==> src/dtd_regs.svh <==
`ifndef DTD_REGS_SVH
`define DTD_REGS_SVH
// ----------------------------------------
// opcode encodings
// ----------------------------------------
`define DTD_OP_COPY_RM      7'h44
`define DTD_OP_COPY_TO_REG  7'h45
`define DTD_OP_COPY_IMM_RM  7'h63
`define DTD_OP_SEG_LOAD     8'h8e
`define DTD_OP_SEG_STORE    8'h8c
`define DTD_OP_XCHG_RM      7'h43
`define DTD_OP_TABLE_LOOKUP 8'hd7
`define DTD_OP_LOAD_EA      8'h8d
`define DTD_OP_FAR_DS       8'hc5
`define DTD_OP_FAR_ES       8'hc4
`define DTD_OP_FLAGS_TO_HA  8'h9f
`define DTD_OP_HA_TO_FLAGS  8'h9e
`define DTD_OP_PUSHF        8'h9c
`define DTD_OP_POPF         8'h9d
`define DTD_OP_IN_FIXED     7'h72
`define DTD_OP_IN_VAR       7'h76
`define DTD_OP_OUT_FIXED    7'h73
`define DTD_OP_OUT_VAR      7'h77
// ----------------------------------------
// addressing byte fields
// ----------------------------------------
`define DTD_MOD_REG         2'h3
`define DTD_SEG_MAX         2'h3
`define DTD_MOD_NO_DISP     2'h0
`define DTD_RM_DIRECT       3'h6
`define DTD_DISP_NONE       2'h0
`define DTD_DISP_DIRECT     2'h2
// ----------------------------------------
// cycle counts
// ----------------------------------------
`define DTD_CYC_COPY_RR     8'h02
`define DTD_CYC_COPY_RM     8'h0c
`define DTD_CYC_COPY_MR     8'h09
`define DTD_CYC_IMM_R       8'h0c
`define DTD_CYC_IMM_M       8'h0d
`define DTD_CYC_SEG_R       8'h02
`define DTD_CYC_SEG_LOAD_M  8'h0d
`define DTD_CYC_SEG_STORE_M 8'h0c
`define DTD_CYC_XCHG_R      8'h04
`define DTD_CYC_XCHG_M      8'h11
`define DTD_CYC_TABLE       8'h0f
`define DTD_CYC_LOAD_EA     8'h06
`define DTD_CYC_FAR_PTR     8'h1a
`define DTD_CYC_FLAGS_TO_HA 8'h02
`define DTD_CYC_HA_TO_FLAGS 8'h03
`define DTD_CYC_PUSHF       8'h0d
`define DTD_CYC_POPF        8'h0c
`define DTD_CYC_IN_FIXED    8'h0a
`define DTD_CYC_IN_VAR      8'h08
`define DTD_CYC_OUT_FIXED   8'h09
`define DTD_CYC_OUT_VAR     8'h07
`define DTD_CYC_WORD_ADD    8'h04
`define DTD_CYC_ZERO        8'h00
`endif

==> src/dtd_pkg.sv <==
`default_nettype none
package dtd_pkg;
  typedef enum logic [4:0] {
    DTD_NONE                          = 5'h00,
    DTD_COPY_TRANSFER_RM              = 5'h01,
    DTD_COPY_TRANSFER_TO_REG          = 5'h02,
    DTD_COPY_TRANSFER_IMM             = 5'h03,
    DTD_SEG_LOAD                      = 5'h04,
    DTD_SEG_STORE                     = 5'h05,
    DTD_EXCHANGE                      = 5'h06,
    DTD_TABLE_LOOKUP_BYTE             = 5'h07,
    DTD_LOAD_EFFECTIVE_ADDRESS        = 5'h08,
    DTD_LOAD_FAR_POINTER_DATA_SEGMENT = 5'h09,
    DTD_LOAD_FAR_POINTER_EXTRA_SEGMENT= 5'h0a,
    DTD_FLAGS_TO_HIGH_ACCUMULATOR     = 5'h0b,
    DTD_HIGH_ACCUMULATOR_TO_FLAGS     = 5'h0c,
    DTD_PUSH_FLAGS                    = 5'h0d,
    DTD_POP_FLAGS                     = 5'h0e,
    DTD_PORT_INPUT                    = 5'h0f,
    DTD_PORT_OUTPUT                   = 5'h10
  } dtd_op_t;

  typedef struct packed {
    logic [7:0] opcode;
    logic [7:0] modrm;
  } dtd_req_t;

  typedef struct packed {
    dtd_op_t    op;
    logic       word;
    logic       mem;
    logic       illegal;
    logic [1:0] disp_bytes;
    logic [2:0] reg_sel;
    logic [7:0] cycles;
  } dtd_dec_t;
endpackage : dtd_pkg
`default_nettype wire

==> src/dtd_decoder.sv <==
// Function
// - 1000100w with addressing byte copies register to reg/mem, 2 clocks reg, 12 clocks memory.
// - 10001110 with a segment field loads that segment register from reg/mem.
// - 10001100 with a segment field stores that segment register to reg/mem.
// - 11010111 is the table lookup byte into the low accumulator, 15 clocks.
// - 10001101 writes the effective address itself into a register, 6 clocks.
// - 11000101 loads a far pointer with the data segment, 26 clocks, memory form only.
// - 11000100 loads a far pointer with the extra segment, 26 clocks, memory form only.
// - 10011111 copies the low flags into the high accumulator, 2 clocks.
// - 10011110 copies the high accumulator into the low flags, 3 clocks.
// - starred memory instructions add 4 clocks when the operand is a word.
// - all counts are minimums assuming prefetched bytes and no wait or hold.
`timescale 1ns/1ps
`default_nettype none
`include "dtd_regs.svh"
module dtd_decoder (
  input  wire logic              clk_sys,
  input  wire logic              arst_n,
  input  wire logic              req_valid,
  input  wire dtd_pkg::dtd_req_t req,
  output logic                   dec_valid,
  output dtd_pkg::dtd_dec_t      dec
);
  // ----------------------------------------
  // helpers
  // ----------------------------------------
  function automatic logic is_mem(input logic [7:0] m);
    is_mem = (m[7:6] != `DTD_MOD_REG);
  endfunction : is_mem

  function automatic logic [1:0] disp_of(input logic [7:0] m);
    // direct address form carries two displacement bytes
    if (m[7:6] == `DTD_MOD_NO_DISP)
      disp_of = (m[2:0] == `DTD_RM_DIRECT) ? `DTD_DISP_DIRECT : `DTD_DISP_NONE;
    else if (m[7:6] == `DTD_MOD_REG)
      disp_of = `DTD_DISP_NONE;
    else
      disp_of = m[7:6];
  endfunction : disp_of

  // ----------------------------------------
  // decode
  // ----------------------------------------
  dtd_pkg::dtd_dec_t d;
  logic [7:0]        op;
  logic [7:0]        mr;
  logic              mem;
  logic              star;

  always_comb begin
    op = req.opcode;
    mr = req.modrm;
    mem = is_mem(mr);
    star = 1'b0;
    d = '0;
    d.op = dtd_pkg::DTD_NONE;
    d.reg_sel = mr[5:3];
    d.word = op[0];
    if (op[7:1] == `DTD_OP_COPY_RM) begin
      d.op = dtd_pkg::DTD_COPY_TRANSFER_RM;
      d.mem = mem;
      d.cycles = mem ? `DTD_CYC_COPY_RM : `DTD_CYC_COPY_RR;
      star = 1'b1;
    end else if (op[7:1] == `DTD_OP_COPY_TO_REG) begin
      d.op = dtd_pkg::DTD_COPY_TRANSFER_TO_REG;
      d.mem = mem;
      d.cycles = mem ? `DTD_CYC_COPY_MR : `DTD_CYC_COPY_RR;
      star = 1'b1;
    end else if (op[7:1] == `DTD_OP_COPY_IMM_RM) begin
      d.op = dtd_pkg::DTD_COPY_TRANSFER_IMM;
      d.mem = mem;
      d.illegal = (mr[5:3] != 3'h0);
      d.cycles = mem ? `DTD_CYC_IMM_M : `DTD_CYC_IMM_R;
    end else if (op == `DTD_OP_SEG_LOAD || op == `DTD_OP_SEG_STORE) begin
      d.op = (op == `DTD_OP_SEG_LOAD) ? dtd_pkg::DTD_SEG_LOAD : dtd_pkg::DTD_SEG_STORE;
      d.word = 1'b1;
      d.mem = mem;
      d.illegal = mr[5];
      d.reg_sel = {1'b0, mr[4:3]};
      if (!mem)
        d.cycles = `DTD_CYC_SEG_R;
      else
        d.cycles = (op == `DTD_OP_SEG_LOAD) ? `DTD_CYC_SEG_LOAD_M : `DTD_CYC_SEG_STORE_M;
    end else if (op[7:1] == `DTD_OP_XCHG_RM) begin
      d.op = dtd_pkg::DTD_EXCHANGE;
      d.mem = mem;
      d.cycles = mem ? `DTD_CYC_XCHG_M : `DTD_CYC_XCHG_R;
      star = 1'b1;
    end else if (op == `DTD_OP_TABLE_LOOKUP) begin
      d.op = dtd_pkg::DTD_TABLE_LOOKUP_BYTE;
      d.word = 1'b0;
      d.mem = 1'b1;
      d.cycles = `DTD_CYC_TABLE;
    end else if (op == `DTD_OP_LOAD_EA) begin
      d.op = dtd_pkg::DTD_LOAD_EFFECTIVE_ADDRESS;
      d.word = 1'b1;
      d.illegal = !mem;
      d.cycles = `DTD_CYC_LOAD_EA;
    end else if (op == `DTD_OP_FAR_DS || op == `DTD_OP_FAR_ES) begin
      d.op = (op == `DTD_OP_FAR_DS) ? dtd_pkg::DTD_LOAD_FAR_POINTER_DATA_SEGMENT
                                    : dtd_pkg::DTD_LOAD_FAR_POINTER_EXTRA_SEGMENT;
      d.word = 1'b1;
      d.mem = 1'b1;
      d.illegal = !mem;
      d.cycles = `DTD_CYC_FAR_PTR;
    end else if (op == `DTD_OP_FLAGS_TO_HA) begin
      d.op = dtd_pkg::DTD_FLAGS_TO_HIGH_ACCUMULATOR;
      d.word = 1'b0;
      d.cycles = `DTD_CYC_FLAGS_TO_HA;
    end else if (op == `DTD_OP_HA_TO_FLAGS) begin
      d.op = dtd_pkg::DTD_HIGH_ACCUMULATOR_TO_FLAGS;
      d.word = 1'b0;
      d.cycles = `DTD_CYC_HA_TO_FLAGS;
    end else if (op == `DTD_OP_PUSHF || op == `DTD_OP_POPF) begin
      d.op = (op == `DTD_OP_PUSHF) ? dtd_pkg::DTD_PUSH_FLAGS : dtd_pkg::DTD_POP_FLAGS;
      d.word = 1'b1;
      d.mem = 1'b1;
      d.cycles = (op == `DTD_OP_PUSHF) ? `DTD_CYC_PUSHF : `DTD_CYC_POPF;
    end else if (op[7:1] == `DTD_OP_IN_FIXED || op[7:1] == `DTD_OP_IN_VAR) begin
      d.op = dtd_pkg::DTD_PORT_INPUT;
      d.cycles = op[3] ? `DTD_CYC_IN_VAR : `DTD_CYC_IN_FIXED;
      star = 1'b1;
      d.mem = 1'b1;
    end else if (op[7:1] == `DTD_OP_OUT_FIXED || op[7:1] == `DTD_OP_OUT_VAR) begin
      d.op = dtd_pkg::DTD_PORT_OUTPUT;
      d.cycles = op[3] ? `DTD_CYC_OUT_VAR : `DTD_CYC_OUT_FIXED;
      star = 1'b1;
      d.mem = 1'b1;
    end else begin
      d.word = 1'b0;
      d.illegal = 1'b1;
    end
    // address forming still consumes displacement bytes although no memory is read
    if ((d.mem || d.op == dtd_pkg::DTD_LOAD_EFFECTIVE_ADDRESS)
        && d.op != dtd_pkg::DTD_TABLE_LOOKUP_BYTE && d.op != dtd_pkg::DTD_PORT_INPUT
        && d.op != dtd_pkg::DTD_PORT_OUTPUT && d.op != dtd_pkg::DTD_PUSH_FLAGS
        && d.op != dtd_pkg::DTD_POP_FLAGS)
      d.disp_bytes = disp_of(mr);
    // ports touch i/o, treated as memory transfers for the word penalty
    if (star && d.mem && d.word)
      d.cycles = d.cycles + `DTD_CYC_WORD_ADD;
    // minimums only; wait states and hold are added by the bus side
    if (d.illegal)
      d.cycles = `DTD_CYC_ZERO;
  end

  // ----------------------------------------
  // output register
  // ----------------------------------------
  always_ff @(posedge clk_sys or negedge arst_n) begin
    if (!arst_n)
      dec_valid <= 1'b0;
    else
      dec_valid <= req_valid;
  end

  always_ff @(posedge clk_sys or negedge arst_n) begin
    if (!arst_n)
      dec <= '0;
    else if (req_valid)
      dec <= d;
  end

  // ----------------------------------------
  // checks
  // ----------------------------------------
  a_copy_rm_cycles: assert property (@(posedge clk_sys) disable iff (!arst_n)
    req_valid && req.opcode[7:1] == `DTD_OP_COPY_RM |=> dec.cycles ==
      ($past(req.modrm[7:6]) == 2'h3 ? 8'h02 : ($past(req.opcode[0]) ? 8'h10 : 8'h0c)))
    else $error("copy reg to rm cycle count wrong");
  a_seg_load_op: assert property (@(posedge clk_sys) disable iff (!arst_n)
    req_valid && req.opcode == 8'h8e |=> dec.op == dtd_pkg::DTD_SEG_LOAD && dec.reg_sel[2] == 1'b0)
    else $error("segment load not decoded");
  a_seg_store_op: assert property (@(posedge clk_sys) disable iff (!arst_n)
    req_valid && req.opcode == 8'h8c |=> dec.op == dtd_pkg::DTD_SEG_STORE && dec.word)
    else $error("segment store not decoded");
  a_table_cycles: assert property (@(posedge clk_sys) disable iff (!arst_n)
    req_valid && req.opcode == 8'hd7 |=> dec_valid && dec.cycles == 8'h0f && !dec.word)
    else $error("table lookup cycles wrong");
  a_load_ea_cycles: assert property (@(posedge clk_sys) disable iff (!arst_n)
    req_valid && req.opcode == 8'h8d && req.modrm[7:6] != 2'h3 |=> dec.cycles == 8'h06)
    else $error("effective address cycles wrong");
  a_far_reg_form: assert property (@(posedge clk_sys) disable iff (!arst_n)
    req_valid && req.opcode[7:1] == 7'h62 |=> dec.illegal == ($past(req.modrm[7:6]) == 2'h3))
    else $error("far pointer register form not flagged");
  a_far_cycles: assert property (@(posedge clk_sys) disable iff (!arst_n)
    req_valid && req.opcode[7:1] == 7'h62 && req.modrm[7:6] != 2'h3 |=> dec.cycles == 8'h1a)
    else $error("far pointer cycles wrong");
  a_flag_moves: assert property (@(posedge clk_sys) disable iff (!arst_n)
    req_valid && req.opcode[7:1] == 7'h4f |=> dec.cycles == ($past(req.opcode[0]) ? 8'h02 : 8'h03))
    else $error("flag transfer cycles wrong");
  a_port_word_add: assert property (@(posedge clk_sys) disable iff (!arst_n)
    req_valid && req.opcode[7:1] == 7'h72 |=> dec.cycles == ($past(req.opcode[0]) ? 8'h0e : 8'h0a))
    else $error("port word penalty wrong");
  a_word_select: assert property (@(posedge clk_sys) disable iff (!arst_n)
    req_valid && req.opcode[7:2] == 6'h22 |=> dec.word == $past(req.opcode[0]))
    else $error("size bit not honoured");
  a_reg_form: assert property (@(posedge clk_sys) disable iff (!arst_n)
    req_valid && req.opcode[7:2] == 6'h22 |=> dec.mem == ($past(req.modrm[7:6]) != 2'h3))
    else $error("form field misread");
endmodule : dtd_decoder
`default_nettype wire

==> config.mk <==
export PLATFORM = sky130hd
export DESIGN_NAME = dtd_decoder
export DESIGN_NICKNAME = d
export VERILOG_FILES = /design/src/dtd_pkg.sv /design/src/dtd_decoder.sv
export VERILOG_INCLUDE_DIRS = /design/src
export SDC_FILE = /design/constraint.sdc
export NUM_CORES = 1
export LEC_CHECK = 0
export BUFFER_PORTS_ARGS = -buffer_cell sky130_fd_sc_hd__buf_2
export CORE_ASPECT_RATIO = 0.9
export CORE_UTILIZATION = 50
export DETAILED_ROUTE_END_ITERATION = 10
export GPL_ROUTABILITY_DRIVEN = 0
export MAX_ROUTING_LAYER = met4
export PLACE_DENSITY = 0.76
export SYNTH_ARGS = -nofsm -noshare
export SYNTH_HDL_FRONTEND = slang
export SYNTH_SLANG_ARGS = --single-unit
==> constraint.sdc <==
create_clock -name clk_sys -period 1 [get_ports clk_sys]
set_input_delay 0 -clock clk_sys [delete_from_list [all_inputs] [get_ports clk_sys]]
set_output_delay 0 -clock clk_sys [all_outputs]
set_load 0.02 [all_outputs]
==> metrics.cfg, run 1 <==
[timing]
postGrtWorstEndpoint = dec[4]$_DFFE_PN0P_/D
worst-ep-kind = register data pin

[yosys]
syn_avg_cell_area_um2 = 8.01
netlist_instances = 206
synth_flop_cell = dfrtp_1
synth.yosys.seq_area_share_pct = 30.3
yosysWarnings = 0
synth_top_area_share_pct = 30.3
synthArstFlopShare_pct = 100
ys_types = 57
synth_edf_count = 0
synth-seq-cells = 20
synth.area.top_cells = dfrtp_1 30%, nand2_1 5.2%, nor2_1 4.1%
syn_area_mm2 = 0.00165
synth.largest_area_cell = dfrtp_1

[global_routing]
gr-total-overflow = 57
track_usage_pct = 78.5
grt_max_degree = 21

[clocking]
clock_sinks = 20
numCtsBuffers = 3
clk_path_buf_depth = 2
cts_max_level = 1
cts-root-buf = clkbuf_4

[floorplanning]
ios = 41
start_util_pct = 53.4
fp.dieH_um = 56.5
fp.dieW_um = 62.6
num_rows = 19

[place]
io_buffers = 38
post_dp_cell_area_mm2 = 0.00240
dpl.hpwl_um = 4460
dp.cells = 339

[run_status]
error = [ERROR GRT-0232] Routing congestion too high. Check the congestion heatmap in the GUI.
status = aborted with a tool error
failed_stage = global routing

==> layer usage <==
layer  track usage, %  overflow
met1             75.2         0
met3             51.8         0
met4             88.4        31
met5                -         -
met2             98.1        26
==> metrics by stage <==
stage / util (%) / setup slack [ns]
global placement: 77.5 / -0.758
floorplan: - / -0.448
CTS: 90.7 / -0.404
detailed placement: 77.5 / -0.829
==> cell families after synthesis <==
group / Yosys count / synth area share (%)
AND/OR/NAND/NOR: 90 / 31.4
buffers and inverters: 25 / 7.35
AO/OA/AOI/OAI: 63 / 26.2
XOR/XNOR: 1 / 0.531
multiplexers: 5 / 3.26
other: 1 / 0.227
adder cells (fa/ha/maj): 1 / 0.758
flip-flops: 20 / 30.3
==> Yosys cell counts, types with 4 or more instances <==
| library cell | number |
|---|---|
| a21oi_1 | 11 |
| inv_1 | 8 |
| nand3_1 | 6 |
| o21ai_0 | 9 |
| nand2_1 | 23 |
| nor3_1 | 6 |
| and3_1 | 4 |
| buf_4 | 5 |
| nor2b_1 | 5 |
| dfrtp_1 | 20 |
| o21ai_1 | 6 |
| buf_2 | 7 |
| nor2_1 | 18 |
| a31oi_1 | 7 |
==> timing repair <==
action	4_1_cts
resized for setup	60
pin swaps	30
setup endpoints to repair	14
setup buffers	10
hold endpoints to repair	24
hold buffers	5
==> run 2, diff against run 1 <==
Settings changed: CORE_ASPECT_RATIO 0.9 to default, CORE_UTILIZATION 50 to 35, MAX_ROUTING_LAYER met4 to default, PLACE_DENSITY 0.76 to default, PLACE_DENSITY_LB_ADDON from default to 0.15.
==> run 2 against run 1 <==
Effect of this change: the flow now finishes, with violations (DRC, setup timing); synthesized cell count unchanged; synthesized area did not move.
==> metrics.cfg, run 2 <==
[run_status]
status = finished, violations left  ; was aborted with a tool error
violations = DRC, setup timing

[power_and_ir_drop]
power_frac_seq_pct = 33.4
comb_power_share_pct = 35.7
power.switching_w = 0.000760
pwr_density_cell_mw_per_mm2 = 794
switching_share_pct = 29.3
totalPowerFinal_w = 0.00259
p_int_w = 0.00184
power_leakage_nw = 1.52
peakVddDrop_mv = 0.817
clkPwrFrac_pct = 31.0

[clocking]
cts_tree = yes
numCtsBuffers = 3  ; unchanged
clk_path_buf_depth = 2  ; unchanged
clkSlewWorstSetupHoldPaths_ns = 0.08
clock_latency_ns = 0.26
clock_sinks = 20  ; unchanged
cts_max_level = 1  ; unchanged
cts-root-buf = clkbuf_8  ; was clkbuf_4

[cells_and_area]
layout_commonest_cell = buf_4
final_cell_mix = 92 x buf_4, 31 x buf_2, 20 x nand2_1, 20 x dfrtp_1, 10 x nor2_1
num_antenna_cells = 0
nNetsFinal = 361
reg_top3 = dec: 19 flops, dec_valid: 1 flops
regMostFlops = dec
largest_reg_flops = 19
drive_gt1_share_pct = 64.4
area.growth.synth_to_final_pct = 98.0

[detailed_routing]
vias = 2226
first_pass_iters = 7
wl_um = 7090
remaining_drc_errors = 2
ant_nets = 0
vias_per_cell = 5.68
wl_per_cell_um = 18.1
drt_first_iter_violations = 134

[timing]
period_share_pct = 139
max_freq_ghz = 0.720
fin_skew_ns = 0
final-setup-viol-count = 13
slew_violations = 0
finalWorstSetupSlack_ns = -0.388
hold_viol_final = 0
finalCriticalPeriod_ns = 1.39
rsz0062_at_grt = true

[place]
io_buffers = 38  ; unchanged
dpl_worst_slack_ns = -0.801  ; was -0.829 ns
dpl.hpwl_um = 4490  ; was 4460 µm

[global_routing]
track_usage_pct = 25.0
grt_max_degree = 21
grt_first_pass_wirelength_um = 9780
gr-total-overflow = 0
antenna_found_initial = 0
grt_pass1_vias = 2040

[worst_setup_path]
slowest_delay_ns = 0.46
crit_top_cell = nor3_4
r2r_setup_slack_ns = 0.23
crit_path_cell_trace = buf_12 > or3b_4 > buf_6 > nor3_4 > a31oi_1 > o211a_2 > nor3_4 > o32ai_2
rr_endpoint = dec[13]
reg2reg_depth = 1
setup.worst_path.class = input pin to register
arrival_ns = 1.53
critPathLaunchType = input pin
rr_startpoint = dec[13]
end_kind = register
worstPathRequired_ns = 1.14
cp_slowest_cell = or3b_4
crit_fanout = 6

[floorplanning]
fp.dieW_um = 70.7  ; was 62.6 µm
dieArea_mm2 = 0.00499
core_area_mm2 = 0.00444
fp.dieH_um = 70.7  ; was 56.5 µm
ios = 41  ; unchanged
num_rows = 24  ; was 19
start_util_pct = 37.1  ; was 53.4%

[yosys]
synth.largest_area_cell = dfrtp_1  ; unchanged
synth_top_area_share_pct = 30.3  ; unchanged
netlist_instances = 206  ; unchanged
synth-seq-cells = 20  ; unchanged
synthArstFlopShare_pct = 100  ; unchanged
synth_edf_count = 0  ; unchanged
synth.area.top_cells = dfrtp_1 30%, nand2_1 5.2%, nor2_1 4.1%  ; unchanged
synth.yosys.seq_area_share_pct = 30.3  ; unchanged
synth_common_cells = 23 x nand2_1, 20 x dfrtp_1, 18 x nor2_1  ; unchanged
ys_types = 57  ; unchanged
yosysWarnings = 0  ; unchanged
syn_area_mm2 = 0.00165  ; unchanged
syn_avg_cell_area_um2 = 8.01  ; unchanged
synth.most_common_cell = nand2_1  ; unchanged
synth_flop_cell = dfrtp_1  ; unchanged

[job]
maxCapViolCount = 0

[min_path]
hold_class = input pin to register
min_to = dec[10]
holdPathStages = 3
worstHoldStart = req[5]

==> run 2: cell counts after synthesis <==
No cell type changed its count.
==> run 2: layout make-up <==
| class | count | area, µm² |
|---|---|---|
| repair buffers | 145 | 1170 |
| clock inverters | 1 | 30.0 |
| flip-flops and latches | 20 | 500 |
| fillers | 315 | 1180 |
| multi-input cells | 162 | 1420 |
| well taps | 52 | 65.1 |
| inverters | 9 | 33.8 |
| clock buffers | 3 | 41.3 |
==> run 2: per-layer routing <==
metal,wire length (µm),GRT usage (%)
met1,2900,31.8
met2,3570,44.3
met3,394,4.27
met4,222,6.44
met5,0,0
==> run 2: critical path: cells and delay by family <==
family	cells	cell delay, ns
AND/OR/NAND/NOR	3	0.77
AO/OA/AOI/OAI	3	0.50
buffers and inverters	2	0.25
==> run 2: power groups by stage <==
stage / combinational [W] / sequential [W] / clock [W]
4_1_cts: 0.000787 / 0.000864 / 0.000814
6_report: 0.000926 / 0.000865 / 0.000803
5_1_grt: 0.000973 / 0.000868 / 0.000843
3_5_place_dp: 0.000678 / 0.000880 / 0
3_3_place_gp: 0.000673 / 0.000880 / 0
2_1_floorplan: 0.000297 / 0.000929 / 0
==> run 2: worst max path at each step <==
| stage | startpoint | endpoint | slack [ns] | cells after the start |
|---|---|---|---|---|
| 6_report | req[14] | dec[11] | -0.39 | 8 |
| 5_1_grt | req[14] | dec[11] | -0.47 | 8 |
| 4_1_cts | req[13] | dec[4] | -0.41 | 9 |
| 3_5_place_dp | req[11] | dec[12] | -0.80 | 8 |
| 3_3_place_gp | req[12] | dec[3] | -0.72 | 8 |
| 2_1_floorplan | req[14] | dec[3] | -0.45 | 8 |
==> run 2: timing repair <==
action / CTS / global route
buffers inserted: 13 / 6
gates resized for setup: 43 / 49
endpoints found under the setup margin: 14 / 15
pin swaps: 36 / 32
gates cloned: 1 / 1
endpoints found under the hold margin: 22 / 0
hold buffers: 3 / 0
==> run 2: through the flow <==
stage | utilization, % | instances | hold WS, ns | instance area [µm²] | TNS (ns)
6_report | 73.5 | 392 | 0.0330 | 3270 | -3.64
5_1_grt | 73.5 | 392 | 0.0166 | 3270 | -4.48
4_1_cts | 66.6 | 385 | 0.00845 | 2960 | -3.78
3_5_place_dp | 57.7 | 368 | -0.0338 | 2560 | -9.05
3_3_place_gp | 57.7 | 368 | -0.0368 | 2560 | -8.66
2_1_floorplan | - | 207 | -0.296 | 1770 | -3.66
==> run 2: cell families (layout without fill, tap and decap cells) <==
group,after synthesis,after routing,share of synthesized area [%]
buffers and inverters,25,158,7.35
AOI/OAI and AO/OA,63,63,26.2
xor gates and xnor gates,1,1,0.531
adders and majority gates,1,1,0.758
other,1,2,0.227
and+or+nand+nor,90,90,31.4
DFF,20,20,30.3
muxes,5,5,3.26
Power figures use the tool's default switching activity.
